$ cat src/verilog/cbd_params.svh
// Constants for the configuration byte decoder: bit positions, reset values, sizes.
// Assumes inclusion by bare name from the design modules.
`ifndef CBD_PARAMS_SVH
`define CBD_PARAMS_SVH

// Boot, debug and lock byte field positions
`define CBD_BOOT_BIT      7
`define CBD_PWMTRI_BIT    5
`define CBD_DBGEN_N_BIT   4
`define CBD_RSTPIN_BIT    2
`define CBD_LOCK_BIT      1
// Factory (erased) value of every configuration byte
`define CBD_ERASED_BYTE   8'hff
// Value returned for locked external flash array reads
`define CBD_BLANK_BYTE    8'hff
// Total flash size in kilobytes and largest loader size
`define CBD_FLASH_KB      5'h12
`define CBD_LOADER_MAX_KB 5'h04
// Number of configuration bytes held
`define CBD_NUM_CFG       2
// Reserved bits of the boot byte and loader byte kept at one
`define CBD_RSVD0_MASK    8'h49
`define CBD_RSVD1_MASK    8'hf8

`endif

$ cat src/verilog/cbd_pkg.sv
// Types shared by the configuration byte decoder files.
// Assumes cbd_params.svh sits on the include path.
`default_nettype none
package cbd_pkg;
	// Reload source: software reset keeps the runtime boot bit
	typedef enum logic [1:0] {
		CBD_RST_POWER,
		CBD_RST_PIN,
		CBD_RST_SOFT,
		CBD_RST_OTHER
	} cbd_rst_src_t;
	// Programming path selector for flash accesses
	typedef enum logic [1:0] {
		CBD_PATH_WRITER,
		CBD_PATH_SERIAL,
		CBD_PATH_APP
	} cbd_path_t;
endpackage
`default_nettype wire

$ cat src/verilog/cbd_decoder.sv
// Configuration byte decoder and debug gate: reloads control bits after each
// reset, guards programmer access under lock and gates debugger accesses.
// Assumes reset request pulses and halt status come from the core on clk.
`include "cbd_params.svh"
`default_nettype none

module cbd_decoder
	import cbd_pkg::*;
#(
	parameter int PWM_CH = 6 // Number of PWM channels
)
(
	// Clock and reset
	input  wire logic              clk,
	input  wire logic              rst_n,
	input  wire logic              ce,
	// Reset events from the reset logic
	input  wire logic              reload_req,
	input  wire cbd_pkg::cbd_rst_src_t reload_src,
	// Flash access from programming paths
	input  wire logic              fl_req,
	input  wire logic              fl_write,
	input  wire cbd_pkg::cbd_path_t fl_path,
	input  wire logic              fl_is_cfg,
	input  wire logic              fl_cfg_addr,
	input  wire logic        [7:0] fl_wdata,
	input  wire logic        [7:0] fl_array_rdata,
	input  wire logic              chip_erase,
	output logic                   fl_array_we,
	output logic             [7:0] fl_rdata,
	// Software control bits
	input  wire logic              sw_boot_we,
	input  wire logic              sw_boot_val,
	output logic                   runtime_boot_region,
	// CPU and debugger status
	input  wire logic              cpu_halted,
	input  wire logic              cpu_idle_or_pd,
	input  wire logic              dbg_req,
	input  wire logic              hard_fault,
	input  wire logic              osc_off_req,
	input  wire logic [PWM_CH-1:0] pwm_pin_output_enable,
	output logic                   dbg_grant,
	output logic                   hard_fault_reset,
	output logic                   hard_fault_flag,
	output logic                   fast_internal_oscillator,
	output logic       [PWM_CH-1:0] pwm_tristate,
	output logic                   debug_active,
	output logic                   debug_pins_owned,
	// Decoded configuration
	output logic                   reset_pin_function_select,
	output logic             [4:0] loader_kb,
	output logic             [4:0] main_kb,
	output logic                   boot_from_loader
);
	// Block state in one struct; the reset sync flops stay outside
	typedef struct packed {
		logic       rd_cfg;   // Last read aimed at a config byte
		logic       boot;     // Runtime boot region, 1 = loader
		logic       pwmtri;   // Latched tristate select
		logic       dbg_n;    // Latched debug enable, low active
		logic       rstpin;   // Latched reset pin function
		logic       lock_n;   // Latched lock bit, 0 = locked
		logic [2:0] loader_rom_size;   // Latched loader size field
		logic       hff;      // Hard fault flag
		logic       osc;      // Oscillator on
		logic [7:0] rdata;    // Registered read data
	} cbd_state_t;

	cbd_state_t s_r;   // Registered state
	cbd_state_t s_nxt; // Next state
	logic       srst_n; // Synchronised reset
	logic [1:0] rsync_r; // Reset sync stages, bit 0 first
	logic [7:0] cfg0;
	logic [7:0] cfg1;
	logic [7:0] cfg_rd;
	logic       cfg_we;
	logic       ext_path;

	// Loader size decode used for both loader and main sizes
	function automatic logic [4:0] ld_kb(input logic [2:0] f);
		unique casez (f)
			3'b111: ld_kb = 5'h00;
			3'b110: ld_kb = 5'h01;
			3'b101: ld_kb = 5'h02;
			3'b100: ld_kb = 5'h03;
			default: ld_kb = `CBD_LOADER_MAX_KB;
		endcase
	endfunction

	////////////////////////////////////////////////////////////////////////////
	// Reset release through two flops, kept apart from the state struct
	// because it runs on the raw reset and ignores the clock enable
	always_ff @(posedge clk or negedge rst_n)
	begin
		if (!rst_n)
			rsync_r <= 2'h0;
		else
			rsync_r <= {rsync_r[0], 1'b1};
	end
	assign srst_n = rsync_r[1];

	////////////////////////////////////////////////////////////////////////////
	// Access steering
	assign ext_path = (fl_path != CBD_PATH_APP);
	// Locked: external config programming ignored, app path unaffected
	assign cfg_we = fl_req && fl_write && fl_is_cfg && !chip_erase
		&& !(ext_path && !s_r.lock_n);
	// Locked: external array programming dropped
	assign fl_array_we = fl_req && fl_write && !fl_is_cfg
		&& !(ext_path && !s_r.lock_n);

	// Config byte store
	cbd_cfg_store u_store (
		.clk       (clk),
		.rst_n     (srst_n),
		.ce        (ce),
		.wr_en     (cfg_we),
		.addr      (fl_cfg_addr),
		.wr_data   (fl_wdata),
		.erase_all (chip_erase),
		.rd_data   (cfg_rd),
		.byte0     (cfg0),
		.byte1     (cfg1)
	);

	////////////////////////////////////////////////////////////////////////////
	// Next state
	always_comb
	begin
		s_nxt     = s_r;
		// Reload latches only on a reset event, held otherwise except boot on a software write and osc on an off request
		if (reload_req)
		begin
			s_nxt.pwmtri = cfg0[`CBD_PWMTRI_BIT];
			s_nxt.dbg_n  = cfg0[`CBD_DBGEN_N_BIT];
			s_nxt.rstpin = cfg0[`CBD_RSTPIN_BIT];
			s_nxt.lock_n = cfg0[`CBD_LOCK_BIT];
			s_nxt.loader_rom_size = cfg1[2:0];
			s_nxt.osc    = 1'b1;
			// Software reset keeps the runtime boot choice
			if (reload_src != CBD_RST_SOFT)
				s_nxt.boot = ~cfg0[`CBD_BOOT_BIT];
		end
		else if (sw_boot_we)
			s_nxt.boot = sw_boot_val;
		// Oscillator off request ignored while debugging
		if (osc_off_req && !debug_active)
			s_nxt.osc = 1'b0;
		// Flag set on any hard fault; set wins
		if (hard_fault)
			s_nxt.hff = 1'b1;
		else if (reload_req)
			s_nxt.hff = 1'b0;
		// Config reads come from the store's own read register, so both
		// kinds of read answer one cycle after the request
		s_nxt.rd_cfg = fl_is_cfg;
		// Locked external array reads come back blank
		if (ext_path && !s_r.lock_n)
			s_nxt.rdata = `CBD_BLANK_BYTE;
		else
			s_nxt.rdata = fl_array_rdata;
	end

	// State register, frozen while ce is low
	always_ff @(posedge clk or negedge srst_n)
	begin
		if (!srst_n)
		begin
			s_r.rd_cfg <= 1'b0;
			s_r.boot   <= 1'b0;
			s_r.pwmtri <= 1'b1;
			s_r.dbg_n  <= 1'b1;
			s_r.rstpin <= 1'b1;
			s_r.lock_n <= 1'b0;
			s_r.loader_rom_size <= 3'h7;
			s_r.hff    <= 1'b0;
			s_r.osc    <= 1'b1;
			s_r.rdata  <= 8'h00;
		end
		else if (ce)
			s_r <= s_nxt;
	end

	////////////////////////////////////////////////////////////////////////////
	// Outputs
	// Debug needs enable low and chip unlocked
	assign debug_active = !s_r.dbg_n && s_r.lock_n;
	assign debug_pins_owned = debug_active;
	// Halted only; idle or power-down accesses are also refused for safety
	assign dbg_grant = debug_active && dbg_req && cpu_halted
		&& !cpu_idle_or_pd;
	// Hard fault resets only outside debug
	assign hard_fault_reset = hard_fault && !debug_active;
	assign hard_fault_flag = s_r.hff;
	// Oscillator held on in debug even in power-down
	assign fast_internal_oscillator = s_r.osc || debug_active;
	assign pwm_tristate = (debug_active && cpu_halted && s_r.pwmtri)
		? pwm_pin_output_enable : '0;
	assign reset_pin_function_select = s_r.rstpin;
	assign loader_kb = ld_kb(s_r.loader_rom_size);
	assign main_kb = `CBD_FLASH_KB - ld_kb(s_r.loader_rom_size);
	assign runtime_boot_region = s_r.boot;
	assign boot_from_loader = s_r.boot;
	assign fl_rdata = s_r.rd_cfg ? cfg_rd : s_r.rdata;

	////////////////////////////////////////////////////////////////////////////
	// Checks
	a_boot_reload: assert property (@(posedge clk) disable iff (!srst_n)
		ce && reload_req && reload_src != CBD_RST_SOFT |=> boot_from_loader == !$past(cfg0[7]))
		else $error("boot bit not reloaded inverted");
	a_soft_keep: assert property (@(posedge clk) disable iff (!srst_n)
		ce && reload_req && reload_src == CBD_RST_SOFT |=> $stable(runtime_boot_region))
		else $error("soft reset changed boot bit");
	a_lock_blank: assert property (@(posedge clk) disable iff (!srst_n)
		ce && !fl_is_cfg && ext_path && !s_r.lock_n |=> fl_rdata == 8'hff)
		else $error("locked read not blank");
	a_lock_nowr: assert property (@(posedge clk) disable iff (!srst_n)
		!s_r.lock_n && ext_path |-> !fl_array_we)
		else $error("locked write passed");
	a_dbg_halt: assert property (@(posedge clk) disable iff (!srst_n)
		dbg_grant |-> cpu_halted && debug_active)
		else $error("debug access while running");
	a_hf_noreset: assert property (@(posedge clk) disable iff (!srst_n)
		debug_active && hard_fault |-> !hard_fault_reset ##1 (hard_fault_flag || !$past(ce)))
		else $error("hard fault reset in debug");
	a_osc_on: assert property (@(posedge clk) disable iff (!srst_n)
		debug_active |-> fast_internal_oscillator)
		else $error("oscillator off in debug");
	a_size_sum: assert property (@(posedge clk) disable iff (!srst_n)
		loader_kb + main_kb == 5'h12)
		else $error("flash split wrong");
	a_held_cfg: assert property (@(posedge clk) disable iff (!srst_n)
		!reload_req ##1 1'b1 |-> $stable(reset_pin_function_select))
		else $error("config changed without reload");
	c_reload: cover property (@(posedge clk) disable iff (!srst_n) reload_req && ce);
	c_grant: cover property (@(posedge clk) disable iff (!srst_n) dbg_grant);
	c_tri: cover property (@(posedge clk) disable iff (!srst_n) |pwm_tristate);
endmodule
`default_nettype wire

$ cat src/verilog/cbd_cfg_store.sv
// Configuration byte store, erased on reset, with registered read data.
// Assumes erase and write strobes come from the decoder on the same clock.
`include "cbd_params.svh"
`default_nettype none
module cbd_cfg_store
	import cbd_pkg::*;
(
	// Clock and reset
	input  wire logic       clk,
	input  wire logic       rst_n,
	input  wire logic       ce,
	// Access port
	input  wire logic       wr_en,
	input  wire logic       addr,
	input  wire logic [7:0] wr_data,
	input  wire logic       erase_all,
	output logic      [7:0] rd_data,
	// Always-visible copies for the decoder
	output logic      [7:0] byte0,
	output logic      [7:0] byte1
);
	// Whole store state in one struct
	typedef struct packed {
		logic [7:0] b0;
		logic [7:0] b1;
		logic [7:0] rd;
	} cbd_store_t;

	cbd_store_t st_r;   // Registered state
	cbd_store_t st_nxt; // Next state

	////////////////////////////////////////////////////////////////////////////
	// Next state: erase wins over a byte write
	always_comb
	begin
		st_nxt = st_r;
		if (erase_all)
		begin
			st_nxt.b0 = `CBD_ERASED_BYTE;
			st_nxt.b1 = `CBD_ERASED_BYTE;
		end
		else if (wr_en)
		begin
			// Reserved bits stay unprogrammed
			if (addr)
				st_nxt.b1 = wr_data | `CBD_RSVD1_MASK;
			else
				st_nxt.b0 = wr_data | `CBD_RSVD0_MASK;
		end
		st_nxt.rd = addr ? st_r.b1 : st_r.b0;
	end

	// State register, frozen while ce is low
	always_ff @(posedge clk or negedge rst_n)
	begin
		if (!rst_n)
		begin
			st_r.b0 <= `CBD_ERASED_BYTE;
			st_r.b1 <= `CBD_ERASED_BYTE;
			st_r.rd <= 8'h00;
		end
		else if (ce)
			st_r <= st_nxt;
	end

	assign rd_data = st_r.rd;
	assign byte0   = st_r.b0;
	assign byte1   = st_r.b1;
endmodule
`default_nettype wire

$ cat config.mk
export PLATFORM = sky130hd
export DESIGN_NAME = cbd_decoder
export DESIGN_NICKNAME = d
export VERILOG_FILES = /design/src/verilog/cbd_pkg.sv /design/src/verilog/cbd_decoder.sv /design/src/verilog/cbd_cfg_store.sv
export VERILOG_INCLUDE_DIRS = /design/src /design/src/verilog
export SDC_FILE = /design/constraint.sdc
export NUM_CORES = 1
export LEC_CHECK = 0
export BUFFER_PORTS_ARGS = -buffer_cell sky130_fd_sc_hd__buf_2
export CORE_MARGIN = 2
export CORE_UTILIZATION = 43
export DETAILED_ROUTE_END_ITERATION = 16
export GPL_ROUTABILITY_DRIVEN = 1
export GPL_TIMING_DRIVEN = 0
export PLACE_DENSITY = 0.76
export SLEW_MARGIN = 5
export SYNTH_ARGS = -nofsm -noshare
export SYNTH_HDL_FRONTEND = slang
export SYNTH_SLANG_ARGS = --single-unit
$ cat constraint.sdc
create_clock -name clk -period 1.25 [get_ports clk]
set_input_delay 0.125 -clock clk [delete_from_list [all_inputs] [get_ports clk]]
set_output_delay 0.125 -clock clk [all_outputs]
set_load 0.05 [all_outputs]
==> impl_metrics.tcl, run 1 <==
set metrics [dict create \
    rsz0062_at_grt "true" \
    grt_max_degree 35 \
    via_per_inst 5.01 \
    async_flop_share 1.00 \
    synth_ff_type "dfrtp_1" \
    track_usage 0.215 \
    numCtsBuffers 5 \
    fmax_mhz 618 \
    clk_path_buf_depth 2 \
    drc 0 \
    antenna_found_initial 0 \
    hpwl_mm 2.96 \
    via_count 1588 \
    n_fill_cell 284 \
    syn_area_sq_um 1800 \
    status "complete, but fails checks" \
    startpoint_type "flip-flop" \
    vdd_drop_max_uv 971 \
    layout_commonest_cell "buf_2" \
    yosys.area.top_type "dfrtp_1" \
    crit_path_top_delay_cell "dfstp_2" \
    maxSlewHeadroom 0.510 \
    grt_pass1_wl_mm 7.31 \
    clock-sinks 36 \
    slew_violations 0 \
    fin_ws_ps -368 \
    num-nets-final 308 \
    cp.arrival_ps 1490 \
    fin_crit_sh 1.29 \
    ioPinCount 76 \
    synth_edf_count 0 \
    layout_common_cells "buf_2 (44), buf_6 (30), nor2_1 (24), dfrtp_1 (19), dfstp_2 (15)" \
    path_cells "nand2b_4, clkinvlp_4, and3_4, and2_4, buf_6" \
    power_mw 4.82 \
    worst_pin_slew_ps 734 \
    worst-path-buf-inv 2 \
    path_clk_slew_ps 70 \
    finalSetupTns_ps -7320 \
    hold_viol_final 0 \
    critPathMaxStageDelay_ps 530 \
    synthSimpleGateAreaFrac 0.165 \
    ctsRootBufferMaster "clkbuf_8" \
    dp_slack_ps -233 \
    die_w_um 68.6 \
    port_buffers 70 \
    netlist_top_cells_area "dfrtp_1 (29%), dfstp_2 (22%), mux2_2 (8.2%)" \
    synth_top_family_by_area "simple AND/OR/NAND/NOR gates" \
    violations "negative setup slack" \
    synth.avg_cell_area_sq_um 10.4 \
    syn_inst 172 \
    yosysUniqueCellTypes 31 \
    cts_tree "built" \
    fin_hold_ws_ps 48.7 \
    ys_ff_latch 36 \
    gp_congestion 0.750 \
    finClkSkew_ps 6.08 \
    die_y_um 68.6 \
    synth-compound-area-share 0.151 \
    htreeDepth 2 \
    power_density_nw_per_um2 1700 \
    synth_seq_area_share 0.512 \
    wirelength_mm 4.60 \
    final_layout_size_suffix_gt1_frac 0.622 \
    synth.area.mux_share 0.0983 \
    synthAdderAreaFrac 0 \
    ant_nets 0 \
    core_sq_um 4000 \
    path_delay_family "flip-flops" \
    rows 23 \
    required_ps 1120 \
    path_max_fanout 6 \
    initial_core_util 0.449 \
    max-cap-violations 0 \
    end_kind "output port" \
    min_period_ps 1620 \
    setup_viol_count_final 41 \
    first_global_vias 1550 \
    synth.top_cell.area_share 0.293 \
    crit_type "reg2out" \
    clk-insertion-delay-late_ps 280 \
    min_path_type "in2reg" \
    synth_xor_area_frac 0.00488 \
    p_leak_nw 1.29 \
    ys_warn_count 0 \
    firstDrtPassIters 4 \
    wire_per_inst_um 14.5 \
    drt_iter0_markers 35 \
    diodes 0 \
    overflow 0 \
    die_area_sq_um 4710 \
    syn_to_final_growth_pct 58.1 \
]
## final timing paths
path / depth (start not counted) / start / end / slack [ps]
min: 2 / fl_array_rdata[4] / s_r[4] / 50
max in group asynchronous: 0 / rsync_r[1] / s_r[18] / 410
max: 5 / s_r[15] / pwm_tristate[4] / -370
max reg2reg: 6 / s_r[13] / u_store.byte0[4] / -190
min reg2reg: 0 / rsync_r[1] / s_r[4] / 340
min in group asynchronous: 2 / rst_n / rsync_r[1] / 140
## final cells by class
type                            instances  area, sq um  area share
Inverter                               10         43.8      0.0154
Clock buffer                            8          100      0.0353
Tap cell                               50         62.6      0.0220
Multi-Input combinational cell        113          885       0.312
Sequential cell                        36          922       0.325
Buffer                                 13         92.6      0.0326
Timing Repair Buffer                   87          733       0.258
## timing repair
item	CTS	global route
resized for setup	89	13
hold endpoints to repair	3	0
hold buffers	2	0
setup endpoints to repair	61	44
pin swaps	9	4
buffers inserted	15	1
## metrics by stage
stage	util	instance area [sq um]	cells
after floorplan	-	1880	173
after global placement	0.573	2290	293
after detailed placement	0.573	2290	293
after CTS	0.698	2790	317
after global routing	0.710	2840	317
final	0.710	2840	317
## sequential cells by signal, summed over array words and instances (netlist names)
| register | cells |
|---|---|
| boot_from_loader | 1 |
| hard_fault_flag | 1 |
| reset_pin_function_select | 1 |
| rsync_r | 2 |
| s_r | 16 |
| u_store.byte0 | 5 |
| u_store.byte1 | 3 |
| u_store.rd_data | 7 |
## power by group
group	total (mW)	internal (mW)	switching (mW)
sequential	1.62	1.44	0.180
combinational	2.31	1.02	1.29
clock	0.896	0.503	0.393
total	4.82	2.96	1.86
## routing by layer
metal / global-route usage / vias up / part of all wire
met5: 0 / - / 0
met4: 0.0675 / 0 / 0.0096
met3: 0.0438 / 4 / 0.042
met2: 0.371 / 40 / 0.54
met1: 0.268 / 772 / 0.41
li1: - / 772 / -
## logic make-up after synthesis
| group | after synthesis |
|---|---|
| AOI/OAI and AO/OA | 33 |
| xor gates and xnor gates | 1 |
| buffers and inverters | 24 |
| DFF | 36 |
| muxes | 16 |
| other | 2 |
| and+or+nand+nor | 60 |
## Yosys cell counts, types with 2 or more instances
library cell	instances
dfstp_2	15
nor2_1	28
buf_1	3
conb_1	2
mux2i_1	3
o21ai_0	4
a31oi_1	3
mux2_2	13
o22a_1	8
a211oi_1	3
nor3_1	9
dfrtp_1	21
nand2b_1	3
buf_2	3
buf_4	6
inv_1	10
clkbuf_1	2
a21oi_1	8
and2_1	8
a211oi_2	5
nand2_1	5
No activity file was read; power rests on OpenSTA's default activity.
==> inputs of run 2 (changes only) <==
--- a/config.mk
+++ b/config.mk
@@ -13,6 +13,7 @@
 export GPL_ROUTABILITY_DRIVEN = 1
 export GPL_TIMING_DRIVEN = 0
 export PLACE_DENSITY = 0.76
+export SETUP_SLACK_MARGIN = 0.2
 export SLEW_MARGIN = 5
 export SYNTH_ARGS = -nofsm -noshare
 export SYNTH_HDL_FRONTEND = slang
==> impl_metrics.tcl, run 2 (synthesized netlist as in run 1, its figures left out) <==
set metrics [dict create \
    diodes 0 \
    numCtsBuffers 5 \
    cp.arrival_ps 1510 \
    path_max_fanout 6 \
    wirelength_mm 4.58 \
    track_usage 0.207 \
    layout_common_cells "buf_2 (40), buf_6 (29), nor2_1 (24), dfrtp_1 (20), dfstp_2 (15)" \
    regToRegSetupSlack_ps -220 \
    core_sq_um 4000 \
    clk_path_buf_depth 2 \
    drt_iter0_markers 52 \
    dp_slack_ps -191 \
    initial_core_util 0.449 \
    die_w_um 68.6 \
    first_global_vias 1545 \
    startpoint_type "flip-flop" \
    wirelength_met1_mm 1.78 \
    finalSetupTns_ps -7510 \
    fin_area_sq_um 2940 \
    cts_tree "built" \
    hpwl_mm 3.07 \
    rows 23 \
    topRoutingLayerUsed "met4" \
    p_leak_nw 1.34 \
    fin_crit_sh 1.31 \
    antenna_found_initial 0 \
    drc 0 \
    wire_per_inst_um 14.5 \
    ioPinCount 76 \
    maxSlewHeadroom 0.521 \
    hold_viol_final 0 \
    syn_to_final_growth_pct 63.7 \
    dr_wl_met3_um 210 \
    violations "negative setup slack" \
    via_count 1594 \
    finClkSkew_ps 5.96 \
    regArea_sq_um 921 \
    rsz0062_at_grt "true" \
    required_ps 1120 \
    fin_ws_ps -383 \
    final_layout_size_suffix_gt1_frac 0.637 \
    top_register "s_r" \
    min_period_ps 1630 \
    slew_violations 0 \
    final-instance-count-excl-fill 317 \
    n_fill_cell 282 \
    ctsRootBufferMaster "clkbuf_8" \
    gp_congestion 0.780 \
    clk-insertion-delay-late_ps 290 \
    fmax_mhz 612 \
    min_path_type "in2reg" \
    wl_met2_mm 2.53 \
    die_area_sq_um 4710 \
    end_kind "output port" \
    via_per_inst 5.03 \
    rr_worst_depth 6 \
    grt_pass1_wl_mm 7.00 \
    overflow 0 \
    grt_max_degree 35 \
    dp.cells 293 \
    firstDrtPassIters 4 \
    htreeDepth 2 \
    power_density_nw_per_um2 1660 \
    setup_viol_count_final 40 \
    whs_path_depth 2 \
    path_clk_slew_ps 70 \
    multi_input_area_sq_um 955 \
    dpl_cell_area_sq_um 2360 \
    ant_nets 0 \
    num-nets-final 308 \
    status "complete, but fails checks" \
    die_y_um 68.6 \
    worst_pin_slew_ps 719 \
    clock-sinks 36 \
    layout_commonest_cell "buf_2" \
    crit_type "reg2out" \
    max-cap-violations 0 \
    port_buffers 70 \
    largest_register_ffs 16 \
    vdd_drop_max_uv 980 \
]
## run 2: cell types whose count changed in the layout (fill, tap and decap cells not counted), moves of 2 or more
cell,change
buf_2,-4
o21ai_2,-2
nand2b_1,-2
mux2_4,+5
o21ai_4,+2
clkinv_2,+2
mux2_2,-5
buf_4,+3
## run 2: layout make-up
type                    count  area share
plain buffers              14      0.0413
clock buffers               6      0.0281
clock inverters             2     0.00341
inverters                  10      0.0158
multi-input cells         113       0.325
flip-flops and latches     36       0.313
well taps                  50      0.0213
repair buffers             86       0.252
## run 2: timing repair
action,CTS,global route
hold buffers,2,0
setup buffers,11,3
endpoints found under the setup margin,48,48
hold endpoints to repair,3,0
pin swaps,4,2
resized for setup,92,9
## run 2: worst paths after layout
check,from,end
setup / recovery,s_r[15],pwm_tristate[5]
max in group asynchronous,rsync_r[1],u_store.rd_data[6]
setup reg to reg,s_r[13],u_store.byte0[4]
hold reg to reg,rsync_r[1],s_r[5]
hold / removal,fl_array_rdata[3],s_r[3]
min in group asynchronous,rst_n,rsync_r[1]
## run 2: metrics by stage
step	power, mW	hold slack, ps	util
global route	5.11	55.3	0.735
CTS	4.79	49.6	0.716
detailed placement	3.35	-89.1	0.590
finish	4.88	56.1	0.735
floorplan	2.99	-171	-
global placement	3.32	-90.6	0.590
## run 2: worst max-delay path: stages, from the launching register on
cell and delay [ps]:
dfstp_2 540, nand2b_4 140, clkinvlp_4 80, and3_4 170
and2_4 140, buf_6 140
## run 2: report_power, final
group          total [mW]  internal [mW]  switching (mW)
clock               0.841          0.439           0.402
combinational        2.42           1.11            1.31
sequential           1.62           1.44           0.182
## run 2: routing by layer
metal,GRT usage,vias up
li1,-,770
met1,0.236,772
met2,0.365,44
met3,0.0487,8
met4,0.0950,0
met5,0,-
==> inputs of run 3 (changes only) <==
--- a/config.mk
+++ b/config.mk
@@ -18,3 +18,4 @@
 export SYNTH_ARGS = -nofsm -noshare
 export SYNTH_HDL_FRONTEND = slang
 export SYNTH_SLANG_ARGS = --single-unit
+export TNS_END_PERCENT = 1
==> impl_metrics.tcl, run 3 (synthesized netlist as in run 1, its figures left out) <==
set metrics [dict create \
    worstReg2RegStart "s_r[13]" \
    initial_core_util 0.449 \
    hold_end "s_r[6]" \
    regToRegSetupSlack_ps -190 \
    via_count 1533 \
    seqPwrFrac 0.349 \
    clkPwrFrac 0.219 \
    port_buffers 70 \
    path_max_fanout 6 \
    setup_viol_count_final 40 \
    ioPinCount 76 \
    rsz0062_at_grt "true" \
    gp_congestion 0.797 \
    met3_usage 0.0747 \
    maxSlewHeadroom 0.514 \
    power_density_nw_per_um2 1740 \
    max-cap-violations 0 \
    dp_slack_ps -317 \
    p_sw_frac 0.385 \
    drt_iter0_markers 37 \
    final_layout_size_suffix_gt1_frac 0.573 \
    required_ps 1120 \
    ant_nets 0 \
    layout_commonest_cell "buf_2" \
    combPwrFrac 0.432 \
    startpoint_type "flip-flop" \
    dp.cells 293 \
    first_global_vias 1511 \
    grt_pass1_wl_mm 6.99 \
    clock-sinks 36 \
    end_kind "output port" \
    wire_per_inst_um 14.3 \
    r2r_end "u_store.byte0[5]" \
    antenna_found_initial 0 \
    track_usage 0.210 \
    power_mw 4.61 \
    globalRouteMet1Util 0.246 \
    grt-busiest-layer "met2" \
    syn_to_final_growth_pct 47.6 \
    via_per_inst 5.03 \
    p_int_mw 2.84 \
    min_path_type "in2reg" \
    path_cells "nand2b_4, inv_2, and3_4, and2_4, buf_8" \
    num-nets-final 296 \
    p_leak_nw 1.20 \
    overflow 0 \
    whs_path_depth 2 \
    path_clk_slew_ps 80 \
    vdd_drop_max_uv 971 \
    die_y_um 68.6 \
    critPathMaxStageDelay_ps 540 \
    final-instance-count-excl-fill 305 \
    largest_register_ffs 16 \
    crit_type "reg2out" \
    slew_violations 0 \
    ctsRootBufferMaster "clkbuf_8" \
    die_area_sq_um 4710 \
    diodes 0 \
    drc 0 \
    die_w_um 68.6 \
    status "complete, but fails checks" \
    met2_usage 0.359 \
    cts_tree "built" \
    finalSetupTns_ps -6980 \
    grt_max_degree 35 \
    finClkSkew_ps 9.03 \
    top_register "s_r" \
    numCtsBuffers 5 \
    worst_pin_slew_ps 729 \
    fin_crit_sh 1.27 \
    fin_ws_ps -334 \
    clk_path_buf_depth 2 \
    wirelength_mm 4.36 \
    hold_viol_final 0 \
    rr_worst_depth 4 \
    rows 23 \
    layout_common_cells "buf_2 (42), nor2_1 (25), buf_6 (20), dfrtp_1 (20), dfstp_2 (15)" \
    violations "negative setup slack" \
    hpwl_mm 2.98 \
    crit_path_top_delay_cell "dfstp_2" \
    clk-insertion-delay-late_ps 290 \
    cp.arrival_ps 1460 \
    p_sw_mw 1.78 \
    fin_hold_ws_ps 35.5 \
    firstDrtPassIters 4 \
    fmax_mhz 631 \
    hold_path.startpoint "fl_array_rdata[6]" \
    htreeDepth 2 \
    min_period_ps 1580 \
    core_sq_um 4000 \
]
run 3: changes by cell type in the layout (fill, tap and decap cells not counted), moves of 3 or more:
cell      delta
buf_6        -9
mux2_2       +7
mux2_4       -7
a211oi_1     +3
a211oi_2     -3
and2_4       -3
buf_4        -3
nor2_4       -3
run 3: cell type report:
type | instances | area (sq um)
Inverter | 10 | 37.5
Buffer | 14 | 95.1
Tap cell | 50 | 62.6
Clock buffer | 6 | 72.6
Timing Repair Buffer | 74 | 602
Multi-Input combinational cell | 113 | 825
Clock inverter | 2 | 35.0
Fill cell | 324 | 1350
Sequential cell | 36 | 921
run 3: worst max-delay path by stage:
stage	start	to	slack [ps]	cells past startpoint
2_1_floorplan	s_r[12]	main_kb[3]	-600	4
3_3_place_gp	s_r[15]	pwm_tristate[0]	-300	5
3_5_place_dp	s_r[15]	pwm_tristate[5]	-320	5
4_1_cts	s_r[15]	pwm_tristate[1]	-310	5
5_1_grt	s_r[15]	pwm_tristate[2]	-380	5
6_report	s_r[15]	pwm_tristate[0]	-330	5
run 3: stage by stage:
stage | instance area (sq um) | utilization
3_5_place_dp | 2230 | 0.557
3_3_place_gp | 2230 | 0.557
4_1_cts | 2620 | 0.654
6_report | 2650 | 0.662
2_1_floorplan | 1820 | -
5_1_grt | 2650 | 0.662
run 3: power by group through the flow:
stage	clock (mW)	sequential [mW]	combinational [mW]
final	1.01	1.61	1.99
after floorplan	0	1.63	1.21
after global routing	1.09	1.65	2.11
after detailed placement	0	1.61	1.60
after CTS	1.03	1.61	1.95
after global placement	0	1.60	1.58
run 3: worst max-delay path, delay by kind of cell, from the launching register on:
| family | cells | cell delay (ps) |
|---|---|---|
| flip-flops | 1 | 540 |
| AND/OR/NAND/NOR | 3 | 450 |
| buffers and inverters | 2 | 190 |
run 3: metal layers:
metal  share of wire  vias to the layer above
li1                -                      742
met1            0.41                      738
met2            0.51                       48
met3           0.063                        5
met4           0.012                        0
met5               0                        -
run 3: what timing repair did:
item                       4_1_cts  5_1_grt
hold buffers                     2        0
buffers inserted                 2        0
pin swaps                       10        1
hold endpoints to repair         3        0
gates resized for setup         83       10
setup endpoints to repair       81       49
